## src/cseq_params.svh

```systemverilog
// Constants of the core sequencer: register offsets, reset values,
// program size codes, reset vectors and special data addresses.
// Assumes inclusion by bare name from the core, the checker and the bench.
`ifndef CSEQ_PARAMS_SVH
`define CSEQ_PARAMS_SVH

// ==========================================================
// Register offsets (byte addresses on the AXI4-Lite bus)
`define CSEQ_OFS_CTRL      4'h0
`define CSEQ_OFS_STATE     4'h4
`define CSEQ_OFS_POINTER   4'h8
`define CSEQ_OFS_INSTR     4'hC

// ==========================================================
// Control register fields
`define CSEQ_CTRL_SIZE_LSB 0
`define CSEQ_CTRL_BANK_BIT 2
`define CSEQ_CTRL_RST_BIT  3

// ==========================================================
// Program size codes and reset vectors
`define CSEQ_SIZE_512      2'h0
`define CSEQ_SIZE_1K       2'h1
`define CSEQ_SIZE_2K       2'h2
`define CSEQ_VEC_512       11'h1FF
`define CSEQ_VEC_1K        11'h3FF
`define CSEQ_VEC_2K        11'h7FF

// ==========================================================
// Reset values and codes
`define CSEQ_RST_SIZE      2'h0
`define CSEQ_RST_BANK      1'h0
`define CSEQ_RST_POINTER   7'h00
`define CSEQ_NOP_WORD      12'h000
`define CSEQ_ZERO_BYTE     8'h00

// ==========================================================
// Special data register addresses
`define CSEQ_ADDR_PORT     5'h00
`define CSEQ_ADDR_POINTER  5'h04

// ==========================================================
// AXI responses
`define CSEQ_RESP_OKAY     2'h0
`define CSEQ_RESP_SLVERR   2'h2

`endif

```

## src/cseq_pkg.sv

```systemverilog
// Types shared by the core sequencer.
// Assumes cseq_params.svh sits in the same folder.
package cseq_pkg;

  // ==========================================================
  // Phase of the instruction cycle, one-hot
  typedef enum logic [3:0] {
    CSEQ_PH_ONE   = 4'b0001,
    CSEQ_PH_TWO   = 4'b0010,
    CSEQ_PH_THREE = 4'b0100,
    CSEQ_PH_FOUR  = 4'b1000
  } cseq_phase_t;

  // ==========================================================
  // Configuration held in the control register
  typedef struct packed {
    logic       banked;
    logic [1:0] size;
  } cseq_cfg_t;

  // ==========================================================
  // Request from the executing logic for the current instruction
  typedef struct packed {
    logic        jump;
    logic [8:0]  target;
    logic [4:0]  file_addr;
    logic        write;
    logic [7:0]  result;
  } cseq_exec_t;

endpackage

```

## src/cseq_core.sv

```systemverilog
// Core sequencer: phase divider, two-stage fetch/execute pipeline,
// program counter sizing and wrap, reset vector, indirect data port.
// Assumes program memory answers combinationally within one phase,
// and the data register file is external for all addresses but 0/4.
// Overview of operation
// - Divide the input clock by four into four non-overlapping phases.
// - Program counter advances in phase one; fetched word captured end phase four.
// - Fetch and execute overlap; each stage takes one instruction cycle.
// - Program counter changes take two cycles; the prefetched word is discarded.
// - Instruction register holds the word from phase one; execute in phases 2-4.
// - Operand read in phase two; result written in phase four.
// - Program counter width selectable as 9, 10 or 11 bits.
// - Addresses beyond the implemented memory wrap modulo its size.
// - Reset vector is the highest address: 1FFh, 3FFh or 7FFh.
// - A no-operation at the reset vector wraps execution to address zero.
// - Above 512 words, status page bits select the program page.
// - Above 32 registers, the indirect pointer chooses the data bank.
// - The indirect data port has no storage; it redirects via the pointer.
// - Reading the port with the pointer at zero returns 00h.
// - Writing the port with the pointer at zero stores nothing.
// - Pointer is 5 bits unbanked and 7 bits banked.
// - Low five pointer bits select data address 00h to 1Fh.
// - Unbanked, pointer bits six and five read as ones.
// - Banked, pointer bits six and five select bank 0 to 3.
`timescale 1ns/1ps
`include "cseq_params.svh"

module cseq_core
  import cseq_pkg::*;
(
  input  wire logic        aclk,
  input  wire logic        aresetn,
  // AXI4-Lite slave
  input  wire logic [3:0]  s_axi_awaddr,
  input  wire logic        s_axi_awvalid,
  output logic             s_axi_awready,
  input  wire logic [31:0] s_axi_wdata,
  input  wire logic [3:0]  s_axi_wstrb,
  input  wire logic        s_axi_wvalid,
  output logic             s_axi_wready,
  output logic [1:0]       s_axi_bresp,
  output logic             s_axi_bvalid,
  input  wire logic        s_axi_bready,
  input  wire logic [3:0]  s_axi_araddr,
  input  wire logic        s_axi_arvalid,
  output logic             s_axi_arready,
  output logic [31:0]      s_axi_rdata,
  output logic [1:0]       s_axi_rresp,
  output logic             s_axi_rvalid,
  input  wire logic        s_axi_rready,
  // Phase clocks
  output cseq_phase_t      phase,
  // Program memory
  output logic [10:0]      prog_addr,
  input  wire logic [11:0] prog_data,
  // Executing logic
  output logic [11:0]      instr_word,
  output logic             instr_valid,
  input  wire cseq_exec_t  exec_req,
  input  wire logic [1:0]  status_page,
  output logic [7:0]       operand,
  // Data register file
  output logic [6:0]       data_addr,
  output logic             data_rd_en,
  input  wire logic [7:0]  data_rd_data,
  output logic             data_wr_en,
  output logic [7:0]       data_wr_data
);

  // ==========================================================
  // Functions
  // Mask of implemented program address bits for a size code
  function automatic logic [10:0] size_mask(input logic [1:0] sz);
    case (sz)
      `CSEQ_SIZE_512: size_mask = 11'h1FF;
      `CSEQ_SIZE_1K:  size_mask = 11'h3FF;
      default:        size_mask = 11'h7FF;
    endcase
  endfunction

  // Reset vector for a size code
  function automatic logic [10:0] size_vector(input logic [1:0] sz);
    case (sz)
      `CSEQ_SIZE_512: size_vector = `CSEQ_VEC_512;
      `CSEQ_SIZE_1K:  size_vector = `CSEQ_VEC_1K;
      default:        size_vector = `CSEQ_VEC_2K;
    endcase
  endfunction

  // ==========================================================
  // State
  cseq_phase_t  next_phase;
  cseq_cfg_t    cfg;
  logic [10:0]  pc;
  logic [7:0]   pointer;
  logic [6:0]   ptr_bits;
  logic         restart;
  logic         aw_held;
  logic         w_held;
  logic [3:0]   aw_addr;
  logic [7:0]   w_byte;
  logic         w_lane;

  // ==========================================================
  // Phase divider
  // Advance one phase per input clock
  always_comb begin
    case (phase)
      CSEQ_PH_ONE:   next_phase = CSEQ_PH_TWO;
      CSEQ_PH_TWO:   next_phase = CSEQ_PH_THREE;
      CSEQ_PH_THREE: next_phase = CSEQ_PH_FOUR;
      CSEQ_PH_FOUR:  next_phase = CSEQ_PH_ONE;
      default:       next_phase = CSEQ_PH_ONE;
    endcase
  end

  wire ph_one   = (phase == CSEQ_PH_ONE);
  wire ph_two   = (phase == CSEQ_PH_TWO);
  wire ph_four  = (phase == CSEQ_PH_FOUR);

  // Restart realigns to phase one
  always_ff @(posedge aclk) begin
    if (!aresetn || restart)
      phase <= CSEQ_PH_ONE;
    else
      phase <= next_phase;
  end

  // ==========================================================
  // Program counter and fetch
  wire [10:0] mask       = size_mask(cfg.size);
  wire [10:0] vector     = size_vector(cfg.size);
  wire [10:0] pc_inc     = (prog_addr + 11'h001) & mask;
  wire [10:0] jump_addr  = {status_page, exec_req.target} & mask;
  wire        take_jump  = instr_valid && exec_req.jump;
  wire [10:0] next_fetch = take_jump ? jump_addr : pc;

  // Fetch address latched at cycle start; jumps redirect it
  always_ff @(posedge aclk) begin
    if (!aresetn)
      prog_addr <= `CSEQ_VEC_512;
    else if (restart)
      prog_addr <= vector;
    else if (ph_four)
      prog_addr <= next_fetch;
  end

  // Counter steps past the fetch address during phase one
  always_ff @(posedge aclk) begin
    if (!aresetn)
      pc <= `CSEQ_VEC_512;
    else if (restart)
      pc <= vector;
    else if (ph_one)
      pc <= pc_inc;
  end

  // Instruction register loads at the phase four / phase one edge
  always_ff @(posedge aclk) begin
    if (!aresetn || restart) begin
      instr_word  <= `CSEQ_NOP_WORD;
      instr_valid <= 1'b0;
    end else if (ph_four) begin
      instr_word  <= take_jump ? `CSEQ_NOP_WORD : prog_data;
      instr_valid <= !take_jump;
    end
  end

  // ==========================================================
  // Indirect addressing
  // Pointer view: unbanked keeps five bits, bits 7:5 read as ones
  assign ptr_bits = cfg.banked ? pointer[6:0]
                               : {2'b11, pointer[4:0]};
  wire [7:0] ptr_read = {1'b1, ptr_bits};

  wire       via_port  = (exec_req.file_addr == `CSEQ_ADDR_PORT);
  wire [4:0] eff_addr  = via_port ? pointer[4:0] : exec_req.file_addr;
  wire       self_ref  = (eff_addr == `CSEQ_ADDR_PORT);
  wire       is_ptr    = (eff_addr == `CSEQ_ADDR_POINTER);
  wire [1:0] bank      = cfg.banked ? pointer[6:5] : 2'b00;

  // Data register file addressing
  assign data_addr    = {bank, eff_addr};
  assign data_rd_en   = instr_valid && ph_two && !self_ref && !is_ptr;
  assign data_wr_en   = instr_valid && ph_four && exec_req.write
                        && !self_ref && !is_ptr;
  assign data_wr_data = exec_req.result;

  // Operand captured at the end of phase two
  always_ff @(posedge aclk) begin
    if (!aresetn)
      operand <= `CSEQ_ZERO_BYTE;
    else if (instr_valid && ph_two) begin
      if (self_ref)
        operand <= `CSEQ_ZERO_BYTE;
      else if (is_ptr)
        operand <= ptr_read;
      else
        operand <= data_rd_data;
    end
  end

  // Pointer writes: executing instruction in phase four, else bus
  wire core_ptr_wr = instr_valid && ph_four && exec_req.write && is_ptr;
  wire bus_wr      = aw_held && w_held && !s_axi_bvalid;
  wire bus_ptr_wr  = bus_wr && w_lane && (aw_addr == `CSEQ_OFS_POINTER);
  wire bus_ctl_wr  = bus_wr && w_lane && (aw_addr == `CSEQ_OFS_CTRL);

  always_ff @(posedge aclk) begin
    if (!aresetn)
      pointer <= {1'b0, `CSEQ_RST_POINTER};
    else if (core_ptr_wr)
      pointer <= exec_req.result;
    else if (bus_ptr_wr)
      pointer <= w_byte;
  end

  // ==========================================================
  // Configuration and restart
  always_ff @(posedge aclk) begin
    if (!aresetn) begin
      cfg.size   <= `CSEQ_RST_SIZE;
      cfg.banked <= `CSEQ_RST_BANK;
      restart    <= 1'b0;
    end else begin
      restart <= bus_ctl_wr && w_byte[`CSEQ_CTRL_RST_BIT];
      if (bus_ctl_wr) begin
        cfg.size   <= w_byte[`CSEQ_CTRL_SIZE_LSB +: 2];
        cfg.banked <= w_byte[`CSEQ_CTRL_BANK_BIT];
      end
    end
  end

  // ==========================================================
  // AXI4-Lite write channel: address and data in either order
  assign s_axi_awready = !aw_held;
  assign s_axi_wready  = !w_held;

  always_ff @(posedge aclk) begin
    if (!aresetn) begin
      aw_held <= 1'b0;
      aw_addr <= 4'h0;
    end else if (s_axi_awvalid && !aw_held) begin
      aw_held <= 1'b1;
      aw_addr <= {s_axi_awaddr[3:2], 2'b00};
    end else if (bus_wr) begin
      aw_held <= 1'b0;
    end
  end

  always_ff @(posedge aclk) begin
    if (!aresetn) begin
      w_held <= 1'b0;
      w_byte <= 8'h00;
      w_lane <= 1'b0;
    end else if (s_axi_wvalid && !w_held) begin
      w_held <= 1'b1;
      w_byte <= s_axi_wdata[7:0];
      w_lane <= s_axi_wstrb[0];
    end else if (bus_wr) begin
      w_held <= 1'b0;
    end
  end

  // Write response one cycle after both halves are held
  wire wr_mapped = (aw_addr == `CSEQ_OFS_CTRL) || (aw_addr == `CSEQ_OFS_POINTER);

  always_ff @(posedge aclk) begin
    if (!aresetn) begin
      s_axi_bvalid <= 1'b0;
      s_axi_bresp  <= `CSEQ_RESP_OKAY;
    end else if (bus_wr) begin
      s_axi_bvalid <= 1'b1;
      s_axi_bresp  <= wr_mapped ? `CSEQ_RESP_OKAY : `CSEQ_RESP_SLVERR;
    end else if (s_axi_bready) begin
      s_axi_bvalid <= 1'b0;
    end
  end

  // ==========================================================
  // AXI4-Lite read channel
  assign s_axi_arready = !s_axi_rvalid;

  wire [3:0] rd_ofs = {s_axi_araddr[3:2], 2'b00};
  logic [31:0] rd_word;
  logic        rd_ok;

  // Read data selection
  always_comb begin
    rd_ok   = 1'b1;
    case (rd_ofs)
      `CSEQ_OFS_CTRL:    rd_word = {29'h0, cfg.banked, cfg.size};
      `CSEQ_OFS_STATE:   rd_word = {17'h0, phase, pc};
      `CSEQ_OFS_POINTER: rd_word = {24'h0, ptr_read};
      `CSEQ_OFS_INSTR:   rd_word = {19'h0, instr_valid, instr_word};
      default: begin
        rd_word = 32'h0000_0000;
        rd_ok   = 1'b0;
      end
    endcase
  end

  always_ff @(posedge aclk) begin
    if (!aresetn) begin
      s_axi_rvalid <= 1'b0;
      s_axi_rdata  <= 32'h0000_0000;
      s_axi_rresp  <= `CSEQ_RESP_OKAY;
    end else if (s_axi_arvalid && !s_axi_rvalid) begin
      s_axi_rvalid <= 1'b1;
      s_axi_rdata  <= rd_word;
      s_axi_rresp  <= rd_ok ? `CSEQ_RESP_OKAY : `CSEQ_RESP_SLVERR;
    end else if (s_axi_rready) begin
      s_axi_rvalid <= 1'b0;
    end
  end

endmodule // cseq_core

```

## config.mk

```make
export PLATFORM = sky130hd
export DESIGN_NAME = cseq_core
export DESIGN_NICKNAME = d
export VERILOG_FILES = /design/src/cseq_pkg.sv /design/src/cseq_core.sv
export VERILOG_INCLUDE_DIRS = /design/src
export SDC_FILE = /design/constraint.sdc
export NUM_CORES = 1
export LEC_CHECK = 0
export ABC_CLOCK_PERIOD_IN_PS = 2230
export BUFFER_PORTS_ARGS = -buffer_cell sky130_fd_sc_hd__buf_2
export CORE_MARGIN = 4
export CORE_UTILIZATION = 31
export DETAILED_ROUTE_END_ITERATION = 8
export SYNTH_ARGS = -nofsm -noshare
export SYNTH_HDL_FRONTEND = slang
export SYNTH_SLANG_ARGS = --single-unit
export TNS_END_PERCENT = 30
```

## constraint.sdc

```tcl
create_clock -name aclk -period 2.23 [get_ports aclk]
set_input_delay 0 -clock aclk [delete_from_list [all_inputs] [get_ports aclk]]
set_output_delay 0 -clock aclk [all_outputs]
set_load 0.005 [all_outputs]
```

### Word-level counts from Yosys, hierarchy flattened

Cells that the tools add are included.

* register bits: 108
* output and inout bits: 94
* word-level logic and storage cells: 100

* add/subtract/negate cells: 1
* equal/unequal tests: 10
* muxes and demuxes: 26
* bitwise logic cells: 2
* reductions and logical operators: 41

Operators by type and width (number)
* 15-bit case mux with 4 select lines: 1
* 11-bit two-way mux: 5
* 11-bit AND: 2
* 11-bit case mux with 2 select lines: 1
* 7-bit two-way mux: 3
* 1-bit logical AND: 18
* 8-bit two-way mux: 2
* 2-bit nonzero test: 7
* 12-bit two-way mux: 1
* 4-bit case mux with 3 select lines: 1
* 11-bit by 1-bit adder with 11-bit output (second input constant): 1
* 5-bit logical NOT: 2
* 1-bit logical NOT: 8
* 4-bit logical NOT: 2
* 1-bit two-way mux: 8
* 2-bit equality test (second input constant): 3
* 2-bit two-way mux: 3
* 5-bit by 3-bit equality test with 1-bit output (second input constant): 1
* 5-bit two-way mux: 1
* 2-bit by 1-bit equality test with 1-bit output (second input constant): 2
* 4-bit by 1-bit equality test with 1-bit output (second input constant): 1
* 4-bit by 2-bit equality test with 1-bit output (second input constant): 1
* 4-bit by 3-bit equality test with 1-bit output (second input constant): 1
* 4-bit equality test (second input constant): 1
* 3 further kinds: 4

### Longest topological paths before layout

* depth in word-level cells: 6
* mapped depth: 6
* gate-level depth less buffers: 5

### Least setup slack after synthesis

No wires, ideal clock.

* path kind: register to register
* start point: register s_axi_bvalid
* end point: register pointer[0]
* library setup time: 0.124 ns
* arrival time: 1.510 ns
* required time: 2.106 ns
* slack: 0.597 ns
* cell stages (with the launch flop): 7
* buffers on the path: 2
* clock period less this slack: 1.633 ns
* cell sequence: dfxtp_1 -> and3b_1 -> clkbuf_1 -> and4b_1 -> clkbuf_1 -> mux2i_1 -> a21oi_1

* cells in the longest elaborated chain, start to end: 5

Ends and longest elaborated chain
* start: declaration: RTL line cseq_core.sv:42 `output logic s_axi_bvalid,`
* start signal: assignment: RTL line cseq_core.sv:270 `s_axi_bvalid <= 1'b0;`
* start signal: assignment: RTL line cseq_core.sv:273 `s_axi_bvalid <= 1'b1;`
* start signal: assignment: RTL line cseq_core.sv:276 `s_axi_bvalid <= 1'b0;`
* 1-bit logical NOT: RTL line cseq_core.sv:205 `wire bus_wr = aw_held && w_held && !s_axi_bvalid;`
* 1-bit logical AND: RTL line cseq_core.sv:205
* 1-bit logical AND (2 in series): RTL line cseq_core.sv:206 `` wire bus_ptr_wr = bus_wr && w_lane && (aw_addr == `CSEQ_OFS_POINTER); ``
* 2-bit nonzero test (no source line)
* end signal: assignment: RTL line cseq_core.sv:211 `` pointer <= {1'b0, `CSEQ_RST_POINTER}; ``
* end signal: assignment: RTL line cseq_core.sv:213 `pointer <= exec_req.result;`
* end signal: assignment: RTL line cseq_core.sv:215 `pointer <= w_byte;`
* end: declaration: RTL line cseq_core.sv:95 `logic [7:0] pointer;`

No other way between the ends.
A chain may end at the register's enable or synchronous reset.

### Worst setup path after layout

* start point: register phase[1]
* end point: register operand[4]

* cells in the longest elaborated chain, start to end: 2

Ends and longest elaborated chain
* start: declaration: RTL line cseq_core.sv:52 `output cseq_phase_t phase,`
* start signal: assignment: RTL line cseq_core.sv:126 `phase <= next_phase;`
* 4-bit by 2-bit equality test with 1-bit output: RTL line cseq_core.sv:118 `wire ph_two = (phase == CSEQ_PH_TWO);`
* 1-bit logical AND: RTL line cseq_core.sv:193 `else if (instr_valid && ph_two) begin`
* end signal: assignment: RTL line cseq_core.sv:192 `` operand <= `CSEQ_ZERO_BYTE; ``
* end signal: assignment: RTL line cseq_core.sv:195 `` operand <= `CSEQ_ZERO_BYTE; ``
* end signal: assignment: RTL line cseq_core.sv:197 `operand <= ptr_read;`
* end: declaration: RTL line cseq_core.sv:61 `output logic [7:0] operand,`

No other way between the ends.

==> flow_metrics.tcl <==
set metrics [dict create \
    status "finished, final reports clean" \
    cp.arrival_ns 2.12 \
    synth_most_common_cell "dfxtp_1" \
    yosysWarnings 0 \
    path_max_fanout 8 \
    cts_tree "yes" \
    cts_root_buffer "clkbuf_16" \
    post_cts_buffers 0 \
    whs_ns 0.0000773 \
    peakVddDrop_mv 0.343 \
    cts_sinks 89 \
    postCtsHoldBufs 45 \
    drtPass1Iterations 4 \
    final.setup.worst_slack_ns 0.334 \
    place_congestion 0.856 \
    die_x_um 125 \
    final_cells 832 \
    postRouteAntennaNets 0 \
    path_class "reg2reg" \
    clk_latency_ns 0.34 \
    synth_edf_count 0 \
    async_flop_share_pct 0 \
    viasPerCell 4.93 \
    drc_errors 0 \
    worst_setup_path_start_kind "register" \
    avgRoutedWirePerCell_um 16.1 \
    placed_cells 772 \
    fin_nets 750 \
    pre_cts_ws_ns 0.337 \
    cts-buffers-inserted 9 \
    relSlewSlack_pct 61.7 \
    die_h_um 125 \
    clock.fmax_mhz 527 \
    htree_levels 3 \
    die-area_mm2 0.0156 \
    grt_pass1_vias 4088 \
    hpwlAfterDp_um 9730 \
    yosysTopAreaCell "dfxtp_1" \
    grt_antenna_before_repair 0 \
    reg2reg_setup_slack_ns 0.33 \
    critPathRequiredTime_ns 2.46 \
    synth_area_mm2 0.00424 \
    pin_count 191 \
    finClkSkew_ns 0.0106 \
    synth-seq-cells 89 \
    synthToLayoutAreaGrowth_pct 35.5 \
    rsz0062_at_grt "no" \
    numPortBuffers 137 \
    postSynthAreaPerCell_um2 8.81 \
    post-route-period-util_pct 85.0 \
    grt_pass1_wl_um 21200 \
    initial_core_util_pct 31.9 \
    power_density_mw_per_mm2 646 \
    synthTopCellsByCount "89 x dfxtp_1, 53 x nand2_1, 34 x a21oi_1" \
    routed_wl_um 13400 \
    power_mw 3.71 \
    syn-instance-count 481 \
    vias 4099 \
    coreArea_mm2 0.0133 \
    hold_viol_final 0 \
    overflow 0 \
    cp-end-kind "register" \
    period_minus_slack_ns 1.90 \
    n_antenna_cell 0 \
    setup_viol 0 \
    clkTransAtPathRegs_ns 0.07 \
    netlist-cell-type-count 56 \
    layout-drive-gt1-share_pct 28.2 \
    synth_top_cell_area_share_pct 42.1 \
    worst_pin_slew_ns 0.573 \
    fillers 1310 \
    report.final.slew_viol_count 0 \
    grt_max_degree 33 \
    gr-usage-all-layers_pct 16.9 \
    netlist_top_cells_area "dfxtp_1 42%, mux2i_1 5.0%, buf_4 4.8%, nand2_1 4.7%, a21oi_1 4.0%" \
    row_count 42 \
    drv_cap 0 \
    fin_setup_tns_ns 0 \
    cts_resized 0 \
    synth_ff_type "dfxtp_1" \
    hold_path_class "in2out" \
    first_iter_violations 194 \
    synth_seq_area_share_pct 42.1 \
    clk_path_buf_depth 2 \
    p_leak_nw 2.58 \
]
==> cells by family after synthesis <==
group	count (synthesis)	synth area share [%]
AO/OA/AOI/OAI	113	18.4
AND/OR/NAND/NOR	176	21.5
adder cells (fa/ha/maj)	1	0.295
buffers and inverters	65	8.24
other	1	0.0885
multiplexers	31	8.42
flip-flops	89	42.1
XOR/XNOR	5	1.03
==> through the flow <==
stage               instance area (um2)  util (%)
floorplan                          4300         -
global placement                   5020      37.7
detailed placement                 5020      37.7
CTS                                5740      43.2
global route                       5740      43.2
finish                             5740      43.2
==> critical path, stage by stage, from the launching register on <==
cell and delay (ns):
dfxtp_1 0.48, nor4b_2 0.51, a21boi_1 0.28, and2_1 0.24
a221o_1 0.26
==> cell type report <==
cell class	count	area [um2]	share of cell area [%]
Multi-Input combinational cell	345	2170	37.8
Inverter	8	30.0	0.523
Sequential cell	89	1780	31.0
Tap cell	176	220	3.84
Clock buffer	11	243	4.23
Clock inverter	4	30.0	0.523
Timing Repair Buffer	199	1260	22.0
==> state kept, by name, indices dropped and copies added, names as in the netlist, 3 cells and up <==
signal	cells
cfg	3
instr_word	12
pc	11
prog_addr	11
s_axi_rdata	15
phase	4
w_byte	7
operand	8
pointer	7
==> worst paths after layout <==
check / end / cells after the start / from
hold reg to reg: s_axi_rdata[1] / 2 / s_axi_rdata[1]
setup / recovery: operand[4] / 4 / phase[1]
hold / removal: data_wr_data[7] / 0 / exec_req[7]
setup reg to reg: operand[4] / 4 / phase[1]
==> where the power goes <==
part	internal, mW	total, mW	leakage [nW]	switching [mW]
combinational	0.256	0.509	1.72	0.253
clock	0.782	1.42	0.132	0.637
sequential	1.67	1.78	0.725	0.107
==> layout by cell type, fill, tap and decap left out, types with 8 or more instances in the layout <==
cell / n
nor2b_1: 27
nor3_1: 10
a21oi_1: 34
dfxtp_1: 89
buf_2: 137
mux2i_1: 21
conb_1: 19
inv_1: 8
clkbuf_16: 9
a221o_1: 8
nand2_1: 53
o21ai_0: 15
dlygate4sd3_1: 45
o31ai_1: 10
buf_4: 17
nand3_1: 23
nor2_1: 30
and2_1: 8
==> layer usage <==
layer  track usage (%)  vias up  share of wire, %
met1              20.5     1899                44
met4              8.10        0               3.4
met5                 0        -                 0
li1                  -     2027                 -
met2              27.6      139                47
met3              4.59       34               6.5
Power figures use the tool's default switching activity.
